**src/pkg/cgc_cfg.svh**
```systemverilog
`ifndef CGC_CFG_SVH
`define CGC_CFG_SVH

// Register byte offsets on the bus.
`define CGC_OFS_PWR_MODE   8'h00
`define CGC_OFS_GATES_A    8'h04
`define CGC_OFS_GATES_B    8'h08
`define CGC_OFS_GATES_C    8'h0C
`define CGC_OFS_SRC_SEL    8'h10
`define CGC_OFS_DIV_SEL    8'h14
`define CGC_OFS_XTAL_EN    8'h18
`define CGC_OFS_PLL_CFG    8'h1C

// Reset values.
`define CGC_RST_PWR_MODE   8'h00
`define CGC_RST_GATES_A    8'h82
`define CGC_RST_GATES_B    8'h00
`define CGC_RST_GATES_C    8'h3E
`define CGC_RST_SRC_SEL    8'h00
`define CGC_RST_DIV_SEL    8'h00
`define CGC_RST_XTAL_EN    8'h00
`define CGC_RST_PLL_CFG    8'h00

// Power mode and memory gate fields.
`define CGC_B_SLEEP        0
`define CGC_B_HOLD         1
`define CGC_B_IDLE         2
`define CGC_F_MEM_HI       7
`define CGC_F_MEM_LO       4

// Gates C, source select and divider select fields.
`define CGC_B_SER_REF      7
`define CGC_B_OTP2RAM      6
`define CGC_B_BASS         5
`define CGC_B_AUDIO        4
`define CGC_B_RC_ON        1
`define CGC_B_ISP          0
`define CGC_B_OTP_HALF     7
`define CGC_B_WD_SEL       4
`define CGC_B_BCLK_SEL     5
`define CGC_B_DEC_HALF     4

// Crystal enables and PLL configuration fields.
`define CGC_B_XLOW_ON      7
`define CGC_B_XHIGH_ON     6
`define CGC_B_XDBL_ON      5
`define CGC_B_PLL_RC_IN    7
`define CGC_B_PLL_XTAL_IN  6
`define CGC_B_PLL_SSC      5
`define CGC_B_PLL_XDIV     4
`define CGC_B_PLL_DIG      1
`define CGC_B_PLL_ANA      0

`define CGC_CODE_RESERVED  2'h3
`define CGC_RESET_VECTOR   16'h8000

`endif

```
**src/pkg/cgc_pkg.sv**
```systemverilog
package cgc_pkg;

    typedef enum logic [1:0] {
        CGC_SYS_RC,
        CGC_SYS_XTAL,
        CGC_SYS_PLL
    } cgc_sys_src_t;

    typedef enum logic [1:0] {
        CGC_TK_XTAL,
        CGC_TK_RC,
        CGC_TK_DIV12
    } cgc_tk_src_t;

    typedef enum logic [1:0] {
        CGC_AU_XTAL_INV,
        CGC_AU_XTAL,
        CGC_AU_PLL_INV,
        CGC_AU_PLL
    } cgc_audio_src_t;

endpackage

```
**src/hw/cgc_clk_div.sv**
```systemverilog
`timescale 1ns/100ps

module cgc_clk_div
(
    input  wire logic       clk,
    input  wire logic       rst_n,
    input  wire logic [1:0] ratio,
    output logic            tick
);

    logic [2:0] cnt_r;
    logic [2:0] cnt_nxt;

    // A new ratio is loaded only when the count wraps, so a change never
    // shortens the running period.
    always_comb
    begin
        if (cnt_r == 3'h0)
            cnt_nxt = 3'(({2'h0, 1'b1} << ratio) - 3'h1);
        else
            cnt_nxt = cnt_r - 3'h1;
    end

    always_ff @(posedge clk)
    begin
        if (!rst_n)
            cnt_r <= 3'h0;
        else
            cnt_r <= cnt_nxt;
    end

    always_ff @(posedge clk)
    begin
        if (!rst_n)
            tick <= 1'b0;
        else
            tick <= (cnt_r == 3'h0);
    end

endmodule

```
**src/hw/cgc_clock_ctrl.sv**
```systemverilog
// Our own choices: the AHB-Lite register port and the placing of the registers.
`timescale 1ns/100ps
`include "cgc_cfg.svh"

// How it works
// - A seconds or alarm event resets the chip if timekeeper reset is on.
// - Watchdog overflow resets the chip whenever it occurs.
// - Port wakeup during sleep resets the chip instead of resuming.
// - Power mode bits 2,1,0 enter idle, hold and sleep when written 1.
// - Mode register bits 7..4 are active-low memory clock gates.
// - Gate register A holds eight active-low gates; DAC, decoder B start off.
// - Gate register B holds eight active-low gates, all on after reset.
// - Gate C bit 7 picks serial reference, bit 1 runs RC, bits 6,5,4,0 gates.
// - OTP clock runs at half the system rate when its bit is set.
// - Two-bit RC field picks 512K, 32K, 6M or 12M oscillator rate.
// - Watchdog clock comes from RC when 0, from a crystal when 1.
// - Timekeeper clock: crystal, RC, or 32K from 12M crystal; 11 reserved.
// - System source: 512K RC, crystal, or divided PLL; 11 reserved.
// - Audio clock: inverted or plain 12M crystal, inverted or plain PLL.
// - Bit clock source is the system clock or the 12M crystal.
// - Decoder clock runs at half the system rate when its bit is set.
// - System divide field divides the source by 1, 2, 4 or 8.
// - PLL divide field selects 48, 24, 16 or 12MHz output.
// - Crystal register bits 7,6,5 enable low, high crystal and doubler.
// - PLL bit 0 runs analog, bit 1 digital; divide change needs bit 1.
// - PLL reference field and input selects pick the PLL reference clock.
// - All reset sources are ORed; the CPU restarts at address 8000h.
// - Sleep stops every clock source; waking from sleep resets the chip.
// - Hold stops the system clock, idle only the CPU; interrupts end idle.
module cgc_clock_ctrl
(
    input  wire logic                    clk,
    input  wire logic                    rst_n,
    input  wire logic                    hsel,
    input  wire logic [31:0]             haddr,
    input  wire logic [1:0]              htrans,
    input  wire logic                    hwrite,
    input  wire logic [2:0]              hsize,
    input  wire logic [31:0]             hwdata,
    input  wire logic                    hready,
    output logic      [31:0]             hrdata,
    output logic                         hreadyout,
    output logic                         hresp,
    input  wire logic                    timekeeperResetEnable,
    input  wire logic                    tkSecondEvt,
    input  wire logic                    tkAlarmEvt,
    input  wire logic                    wdOverflow,
    input  wire logic                    portWakeup,
    input  wire logic                    irqPending,
    input  wire logic                    holdWake,
    output logic                         sysRstReq,
    output logic      [15:0]             resetVector,
    output logic                         sysClkTick,
    output logic                         cpuClkTick,
    output logic                         decClkTick,
    output logic                         otpClkTick,
    output logic      [3:0]              memGateOn,
    output logic      [7:0]              periphGateOnA,
    output logic      [7:0]              periphGateOnB,
    output logic      [3:0]              periphGateOnC,
    output cgc_pkg::cgc_sys_src_t        sysSrcSel,
    output cgc_pkg::cgc_tk_src_t         tkSrcSel,
    output cgc_pkg::cgc_audio_src_t      audioSrcSel,
    output logic                         wdSrcSel,
    output logic                         bitClkSel,
    output logic                         serialRefSel,
    output logic      [1:0]              rcFreqSel,
    output logic                         rcOscOn,
    output logic                         crystalLowOn,
    output logic                         crystalHighOn,
    output logic                         crystalDoublerOn,
    output logic                         pllAnalogOn,
    output logic                         pllDigitalOn,
    output logic      [1:0]              pllOutDiv,
    output logic      [1:0]              pllRefSel,
    output logic                         pllCrystalInSel,
    output logic                         pllRcInSel,
    output logic                         crystalDividerOn,
    output logic                         pllSpreadOn,
    output logic                         idleMode,
    output logic                         holdMode,
    output logic                         sleepMode
);
    import cgc_pkg::*;

    localparam logic [7:0] RST_VAL [8] = '{
        `CGC_RST_PWR_MODE, `CGC_RST_GATES_A, `CGC_RST_GATES_B,
        `CGC_RST_GATES_C, `CGC_RST_SRC_SEL, `CGC_RST_DIV_SEL,
        `CGC_RST_XTAL_EN, `CGC_RST_PLL_CFG};

    logic [7:0] regs_r [8];
    logic       sysRst;
    logic       wrPend_r;
    logic       addrOk_r;
    logic [2:0] addrIdx_r;
    logic       wrEn;
    logic       rdTake;
    logic [3:0] evtMeta_r;
    logic [3:0] evtSync_r;
    logic [3:0] evtLast_r;
    logic [3:0] evtRise;
    logic       rstSrc;
    logic       divTick;
    logic       decPhase_r;
    logic       otpPhase_r;
    logic [1:0] sysDivCode;

    assign sysRst = !rst_n || sysRstReq;
    assign resetVector = `CGC_RESET_VECTOR;
    assign hreadyout = 1'b1;
    assign hresp = 1'b0;

    // Bus address phase. Zero wait states, so hready is always ours.
    assign rdTake = hsel && hready && htrans[1] && !hwrite;
    assign wrEn = wrPend_r && addrOk_r;

    always_ff @(posedge clk)
    begin
        if (!rst_n)
        begin
            wrPend_r <= 1'b0;
            addrOk_r <= 1'b0;
            addrIdx_r <= 3'h0;
        end
        else
        begin
            wrPend_r <= hsel && hready && htrans[1] && hwrite;
            addrOk_r <= (haddr[31:5] == 27'h0);
            addrIdx_r <= haddr[4:2];
        end
    end

    always_ff @(posedge clk)
    begin
        if (!rst_n)
            hrdata <= 32'h0;
        else if (rdTake && haddr[31:5] == 27'h0)
            hrdata <= {24'h0, regs_r[haddr[4:2]]};
        else if (rdTake)
            hrdata <= 32'h0;
    end

    // Register file. A software write comes last so that it beats a
    // hardware clear of a mode bit in the same cycle.
    always_ff @(posedge clk)
    begin
        if (sysRst)
        begin
            for (int i = 0; i < 8; i++)
                regs_r[i] <= RST_VAL[i];
        end
        else
        begin
            if (irqPending)
                regs_r[0][`CGC_B_IDLE] <= 1'b0;
            if (holdWake)
                regs_r[0][`CGC_B_HOLD] <= 1'b0;
            if (wrEn)
                regs_r[addrIdx_r] <= hwdata[7:0];
        end
    end

    assign idleMode = regs_r[0][`CGC_B_IDLE];
    assign holdMode = regs_r[0][`CGC_B_HOLD];
    assign sleepMode = regs_r[0][`CGC_B_SLEEP];

    // Event pins are asynchronous to clk and are caught on their rise.
    genvar g;
    generate
        for (g = 0; g < 4; g++)
        begin : g_sync
            always_ff @(posedge clk)
            begin
                if (!rst_n)
                begin
                    evtMeta_r[g] <= 1'b0;
                    evtSync_r[g] <= 1'b0;
                    evtLast_r[g] <= 1'b0;
                end
                else
                begin
                    evtMeta_r[g] <= g == 0 ? tkSecondEvt :
                                    g == 1 ? tkAlarmEvt :
                                    g == 2 ? wdOverflow : portWakeup;
                    evtSync_r[g] <= evtMeta_r[g];
                    evtLast_r[g] <= evtSync_r[g];
                end
            end
            assign evtRise[g] = evtSync_r[g] && !evtLast_r[g];
        end
    endgenerate

    // A port wakeup outside sleep is an ordinary interrupt, not a reset.
    assign rstSrc = (timekeeperResetEnable
                     && (evtRise[0] || evtRise[1]))
                 || evtRise[2]
                 || (sleepMode && evtRise[3]);

    always_ff @(posedge clk)
    begin
        if (!rst_n)
            sysRstReq <= 1'b0;
        else
            sysRstReq <= rstSrc;
    end

    assign sysDivCode = regs_r[5][3:2];

    cgc_clk_div u_system_divide
    (
        .clk   (clk),
        .rst_n (rst_n),
        .ratio (sysDivCode),
        .tick  (divTick)
    );

    // Hold stops the system clock while sources keep running.
    assign sysClkTick = divTick && !holdMode && !sleepMode;
    assign cpuClkTick = sysClkTick && !idleMode;

    always_ff @(posedge clk)
    begin
        if (sysRst)
        begin
            decPhase_r <= 1'b0;
            otpPhase_r <= 1'b0;
        end
        else if (sysClkTick)
        begin
            decPhase_r <= !decPhase_r;
            otpPhase_r <= !otpPhase_r;
        end
    end

    assign decClkTick = sysClkTick &&
        (!regs_r[5][`CGC_B_DEC_HALF] || decPhase_r);
    assign otpClkTick = sysClkTick &&
        (!regs_r[4][`CGC_B_OTP_HALF] || otpPhase_r);

    // Gates and clock selects only move on a divided period boundary, so a
    // write never chops a pulse short. Reserved codes leave the old source.
    always_ff @(posedge clk)
    begin
        if (sysRst)
        begin
            memGateOn <= ~RST_VAL[0][`CGC_F_MEM_HI:`CGC_F_MEM_LO];
            periphGateOnA <= ~`CGC_RST_GATES_A;
            periphGateOnB <= ~`CGC_RST_GATES_B;
            periphGateOnC <= ~{RST_VAL[3][`CGC_B_OTP2RAM:`CGC_B_AUDIO],
                               RST_VAL[3][`CGC_B_ISP]};
            sysSrcSel <= CGC_SYS_RC;
            tkSrcSel <= CGC_TK_XTAL;
            audioSrcSel <= CGC_AU_XTAL_INV;
            wdSrcSel <= 1'b0;
            bitClkSel <= 1'b0;
            serialRefSel <= 1'b0;
        end
        else if (divTick)
        begin
            memGateOn <= ~regs_r[0][`CGC_F_MEM_HI:`CGC_F_MEM_LO];
            periphGateOnA <= ~regs_r[1];
            periphGateOnB <= ~regs_r[2];
            periphGateOnC <= ~{regs_r[3][`CGC_B_OTP2RAM],
                               regs_r[3][`CGC_B_BASS],
                               regs_r[3][`CGC_B_AUDIO],
                               regs_r[3][`CGC_B_ISP]};
            if (regs_r[4][1:0] != `CGC_CODE_RESERVED)
                sysSrcSel <= cgc_sys_src_t'(regs_r[4][1:0]);
            if (regs_r[4][3:2] != `CGC_CODE_RESERVED)
                tkSrcSel <= cgc_tk_src_t'(regs_r[4][3:2]);
            audioSrcSel <= cgc_audio_src_t'(regs_r[5][7:6]);
            wdSrcSel <= regs_r[4][`CGC_B_WD_SEL];
            bitClkSel <= regs_r[5][`CGC_B_BCLK_SEL];
            serialRefSel <= regs_r[3][`CGC_B_SER_REF];
        end
    end

    // Oscillator and PLL controls. Sleep forces every source off.
    always_ff @(posedge clk)
    begin
        if (sysRst)
        begin
            rcOscOn <= RST_VAL[3][`CGC_B_RC_ON];
            crystalLowOn <= 1'b0;
            crystalHighOn <= 1'b0;
            crystalDoublerOn <= 1'b0;
            pllAnalogOn <= 1'b0;
            pllDigitalOn <= 1'b0;
            rcFreqSel <= 2'h0;
            pllRefSel <= 2'h0;
            pllCrystalInSel <= 1'b0;
            pllRcInSel <= 1'b0;
            crystalDividerOn <= 1'b0;
            pllSpreadOn <= 1'b0;
        end
        else
        begin
            rcOscOn <= regs_r[3][`CGC_B_RC_ON] && !sleepMode;
            crystalLowOn <= regs_r[6][`CGC_B_XLOW_ON]
                && !sleepMode;
            crystalHighOn <= regs_r[6][`CGC_B_XHIGH_ON]
                && !sleepMode;
            crystalDoublerOn <= regs_r[6][`CGC_B_XDBL_ON]
                && !sleepMode;
            pllAnalogOn <= regs_r[7][`CGC_B_PLL_ANA]
                && !sleepMode;
            pllDigitalOn <= regs_r[7][`CGC_B_PLL_DIG]
                && !sleepMode;
            rcFreqSel <= regs_r[4][6:5];
            pllRefSel <= regs_r[7][3:2];
            pllCrystalInSel <= regs_r[7][`CGC_B_PLL_XTAL_IN];
            pllRcInSel <= regs_r[7][`CGC_B_PLL_RC_IN];
            crystalDividerOn <= regs_r[7][`CGC_B_PLL_XDIV];
            pllSpreadOn <= regs_r[7][`CGC_B_PLL_SSC];
        end
    end

    // The PLL divider only takes a new value when software writes the PLL
    // configuration with the digital enable set, as the PLL core needs.
    always_ff @(posedge clk)
    begin
        if (sysRst)
            pllOutDiv <= RST_VAL[5][1:0];
        else if (wrEn && addrIdx_r == 3'h7 && hwdata[`CGC_B_PLL_DIG])
            pllOutDiv <= regs_r[5][1:0];
    end
endmodule

```
**config.mk**
```make
export PLATFORM = sky130hd
export DESIGN_NAME = cgc_clock_ctrl
export DESIGN_NICKNAME = d
export VERILOG_FILES = /design/src/pkg/cgc_pkg.sv /design/src/hw/cgc_clk_div.sv /design/src/hw/cgc_clock_ctrl.sv
export VERILOG_INCLUDE_DIRS = /design/src /design/src/pkg
export SDC_FILE = /design/constraint.sdc
export NUM_CORES = 1
export LEC_CHECK = 0
export BUFFER_PORTS_ARGS = -buffer_cell sky130_fd_sc_hd__buf_2
export CAP_MARGIN = 30
export CORE_AREA = 5 5 137 139
export DETAILED_ROUTE_END_ITERATION = 16
export DIE_AREA = 0 0 142 144
export GPL_TIMING_DRIVEN = 0
export SETUP_SLACK_MARGIN = 0.2
export SLEW_MARGIN = 10
export SYNTH_ARGS = -nofsm -noshare
export SYNTH_HDL_FRONTEND = slang
export SYNTH_SLANG_ARGS = --single-unit
```
**constraint.sdc**
```tcl
create_clock -name clk -period 3.09 [get_ports clk]
set_input_delay 0.309 -clock clk [delete_from_list [all_inputs] [get_ports clk]]
set_output_delay 0.309 -clock clk [all_outputs]
set_load 0.005 [all_outputs]
```
* After elaboration in Yosys (flattened, before gate mapping)
Memories as Yosys holds them, arrays and structs flattened.
Index checks and enable logic that the tools add are counted.
** Cells by class
- Add/sub/neg operators :: 2
- Equality and inequality tests :: 3
- Shifts and indexed selects :: 1
- Multiplexer cells :: 19
- Bitwise logic cells :: 6
- Reductions and logical operators :: 50
** Operators with widths (count)
- $logic_not A27 Y1 :: 1
- $logic_and A1 B1 Y1 :: 25
- $mux W8 :: 3
- $not A8 Y8 :: 2
- $mux W1 :: 14
- $logic_not A1 Y1 :: 13
- $not A4 Y4 :: 2
- $reduce_or A8 Y1 :: 1
- $logic_or A1 B1 Y1 :: 6
- $mux W3 :: 2
- $sub A3 B1 Y3 const B :: 2
- $ne A2 B2 Y1 const B :: 2
- $reduce_and A2 Y1 :: 2
- $eq A3 B3 Y1 const B :: 1
- $logic_not A3 Y1 :: 1
- $shl A1 B2 Y3 const A :: 1
- $or A1 B1 Y1 :: 2
- $reduce_bool A2 Y1 :: 1
** Word-level totals
- Bits in registers :: 81
- Memory bits (writable) :: 64
- Output and inout bits :: 107
- Memories kept :: 1
** Memory list
- regs_r :: words 8, bits a word 8, read ports 9, clocked after Yosys merged registers in 0, write ports 8, RTL line cgc_clock_ctrl.sv:91 : logic [7:0] regs_r [8];

* Depth between registers and ports, before layout
- Depth in word-level cells :: 6
- Depth in mapped cells :: 6

* Hierarchy
A second synthesis with hierarchy kept.
** Unflattened totals
- Cells, all modules :: 518
- Area, all modules :: 6000.8 um^2
** Modules (own cells, without submodules)
- cgc_clock_ctrl :: instances 1, cells each 501, area an instance 5831.8 um^2, sequential area each 3463.3 um^2
- cgc_clk_div :: instances 1, cells each 17, area an instance 168.9 um^2, sequential area each 80.1 um^2

* Worst setup path before layout
Ideal clock, no wire load.
- Path kind :: reg2reg
- Start :: register sysRstReq
- End :: memory regs_r[2][0] (enable)
- Setup time :: 0.384 ns
- Arrival time :: 1.602 ns
- Data required time :: 2.706 ns
- Path slack :: 1.104 ns
- Cell stages (with the launch flop) :: 5
- Path buffers :: 1
- Clock period less this slack :: 1.986 ns
- Path through :: dfxtp_1 nand2b_1 or3_1 clkbuf_1 o21ai_0
** RTL lines
- from (decl) :: RTL line cgc_clock_ctrl.sv:51 : output logic sysRstReq,
- from (signal assigned) :: RTL line cgc_clock_ctrl.sv:204 : sysRstReq <= rstSrc;
- to (decl) :: RTL line cgc_clock_ctrl.sv:91

==> results.toml <==
[cells_and_area]
final_util_pct = 43.0
nFillCells = 1691
syn_to_final_growth_pct = 26.5
drive_above_1_share_pct = 29.8
layout.cells.non_filler = 938
diodes = 0
stdcell_area_mm2 = 0.00753
finalNetCount = 778

[clocking]
clk_pin_slew_ns = 0.06
htree_levels = 4
hold_buffers = 0
clock_latency_ns = 0.42
cts_buffer_depth = 2
cts-root-buf = "clkbuf_16"
post-cts-setup-buffers = 0
cts_tree = "done"
cts.sinks = 145
numCtsBuffers = 17
post_cts_resized = 0

[timing]
rsz0062_at_grt = "false"
fin_ws_ns = 0.697
slew_headroom_pct = 40.5
fin_crit_sh_pct = 77.4
tightest_slew_ns = 0.886
max_clock_freq_mhz = 418
setup_tns_ns = 0
final_hold_viol_count = 0
fin_crit_ns = 2.39
fin_skew_ns = 0.00783
timing.hold.ws_ns = 0.0994
finalSetupViolCount = 0
drv_slew = 0

[setup_path]
end_kind = "flop"
arrival_ns = 2.48
crit_buf_inv = 2
critPathSlowestCell = "or3_1"
crit_fanout = 10
critPathLaunchType = "flop"
crit_family = "simple AND/OR/NAND/NOR gates"
crit_required_ns = 3.17
path_class = "flop to flop"
cp_num_cells = 6
reg2regPathDepth = 6
crit_path_max_incr_delay_ns = 0.41
cp_common_cell = "nand2b_1"
path_cells = "nand2b_1 -> or3_1 -> clkbuf_1 -> nor3_1 -> clkbuf_2 -> nand2b_1"

[grt]
grt_use_met1_pct = 19.2
busiest_layer = "met2"
grt_pass1_wl_mm = 24.1
gr-usage-met3_pct = 4.27
grt_util_all_layers_pct = 15.7
gr-usage-met2_pct = 26.3
grt_pass1_vias = 4249
grt_max_degree = 17
antenna_found_initial = 1
overflow = 0

[drt]
ant_nets = 0
wirelength_mm = 15.9
drtPass1Iterations = 4
drc = 0
vias = 4225
drtIter0Drc = 253
vias_per_cell = 4.50
wire_per_inst_um = 17.0

[run]
maxCapViolCount = 0

[synthesis]
synth_top_family_by_area = "simple AND/OR/NAND/NOR gates"
yosysTopAreaCell = "edfxtp_1"
ys.flop_type = "dfxtp_1"
synth_fa_ha_area_share_pct = 0.210
synthCells = 519
synth.top_cell.area_share_pct = 32.3
synthTopCellsByArea = "edfxtp_1, dfxtp_1, and2_1, mux4_2, buf_4"
synth_xor_area_share_pct = 0.294
synth.avg_cell_area_um2 = 11.5
ys_warn_count = 0
yosys.area_share.simple_pct = 20.0
yosysMostFrequentCell = "and2_1"
async_reset_ff_share_pct = 0
synthMuxAreaShare_pct = 8.40
synth-compound-area-share_pct = 3.97
synth_commonest_cells = "and2_1, dfxtp_1, edfxtp_1"
ys_types = 35
synth-seq-cells = 145
synth_area_mm2 = 0.00596
synth_edf_count = 64
yosysSeqAreaShare_pct = 59.5

[placed_design]
place_ws_ns = 0.680
dp_cells = 904
io_buffers = 112
dp_hpwl_mm = 12.5
gp_congestion = 0.882
postPlaceCellArea_mm2 = 0.00698

[floorplan]
die-area_mm2 = 0.0204
ioPinCount = 188
fp.dieH_um = 144
std_cell_rows = 49
dieWidth_um = 142
core_mm2 = 0.0175
initial_core_util_pct = 34.0

[pwr]
peakVddDrop_mv = 0.422
power.total_mw = 4.73
power.density_mw_per_mm2 = 627
p_leak_nw = 3.16

[worst_hold_path]
min_path_type = "input pin to flop"
whs_path_depth = 2

[run_status]
status = "completed"
sequential cells by signal, summed over array words and instances (netlist names), 2 cells and up:
register / cells
addrIdx_r: 3
audioSrcSel: 2
evtLast_r: 4
evtMeta_r: 4
evtSync_r: 4
hrdata: 8
memGateOn: 4
periphGateOnA: 8
periphGateOnB: 8
periphGateOnC: 4
pllOutDiv: 2
pllRefSel: 2
rcFreqSel: 2
regs_r: 64
sysSrcSel: 2
tkSrcSel: 2
u_system_divide.cnt_r: 3
layer usage:
metal,vias to the layer above,share of wire [%]
li1,2058,-
met1,1975,41
met2,158,49
met3,32,7.9
met4,2,2.7
met5,-,0.044
worst paths after layout:
| kind | from | endpoint | slack (ns) |
|---|---|---|---|
| worst max-delay path | sysRstReq | regs_r[0][7] | 0.70 |
| worst min-delay path | wdOverflow | evtMeta_r[2] | 0.1 |
| worst max register to register | sysRstReq | regs_r[0][7] | 0.70 |
| worst min register to register | evtMeta_r[2] | evtSync_r[2] | 0.43 |
placed cells by master, fill, tap and decap left out, types with 3 or more instances in the layout:
cell type / netlist / final
nor3_1: 8 / 8
mux4_2: 16 / 16
and2_1: 87 / 87
nor2_1: 30 / 30
o21ai_1: 8 / 8
nand3_1: 9 / 9
clkbuf_16: 0 / 17
clkbuf_1: 16 / 18
nor4b_1: 3 / 3
nor2b_1: 9 / 9
nand2b_1: 7 / 7
nor4_1: 6 / 6
or3_1: 9 / 9
buf_4: 42 / 46
mux2i_1: 14 / 14
buf_1: 3 / 3
clkinv_2: 0 / 6
edfxtp_1: 64 / 64
dfxtp_1: 81 / 81
nand2_1: 46 / 46
inv_1: 7 / 7
buf_2: 4 / 118
a211oi_1: 4 / 4
conb_1: 2 / 42
o21ai_0: 28 / 28
cell type report:
cell class                 instances  area [um^2]  area share [%]
inverter                           7         26.3           0.349
clock inverter                    12         92.6            1.23
timing repair buffer             118          601            7.97
clock buffer                      20          447            5.93
sequential                       145         3540            47.0
buffer                            67          423            5.61
multi-input combinational        340         2110            28.1
tap                              229          287            3.80
where the power goes:
part / switching, mW / internal (mW) / leakage (nW) / total [mW]
Sequential: 0.0944 / 2.14 / 1.31 / 2.24
Combinational: 0.349 / 0.266 / 1.58 / 0.615
Clock: 0.760 / 1.11 / 0.269 / 1.88
Total: 1.20 / 3.52 / 3.16 / 4.73
cells by family (layout without fill, tap and decap cells):
family,after synthesis,after routing
AND/OR/NAND/NOR,221,221
flip-flops,145,145
buffers and inverters,74,224
AO/OA/AOI/OAI,44,44
multiplexers,30,30
other,2,42
XOR/XNOR,2,2
adder cells (fa/ha/maj),1,1
Power figures use the tool's default switching activity.
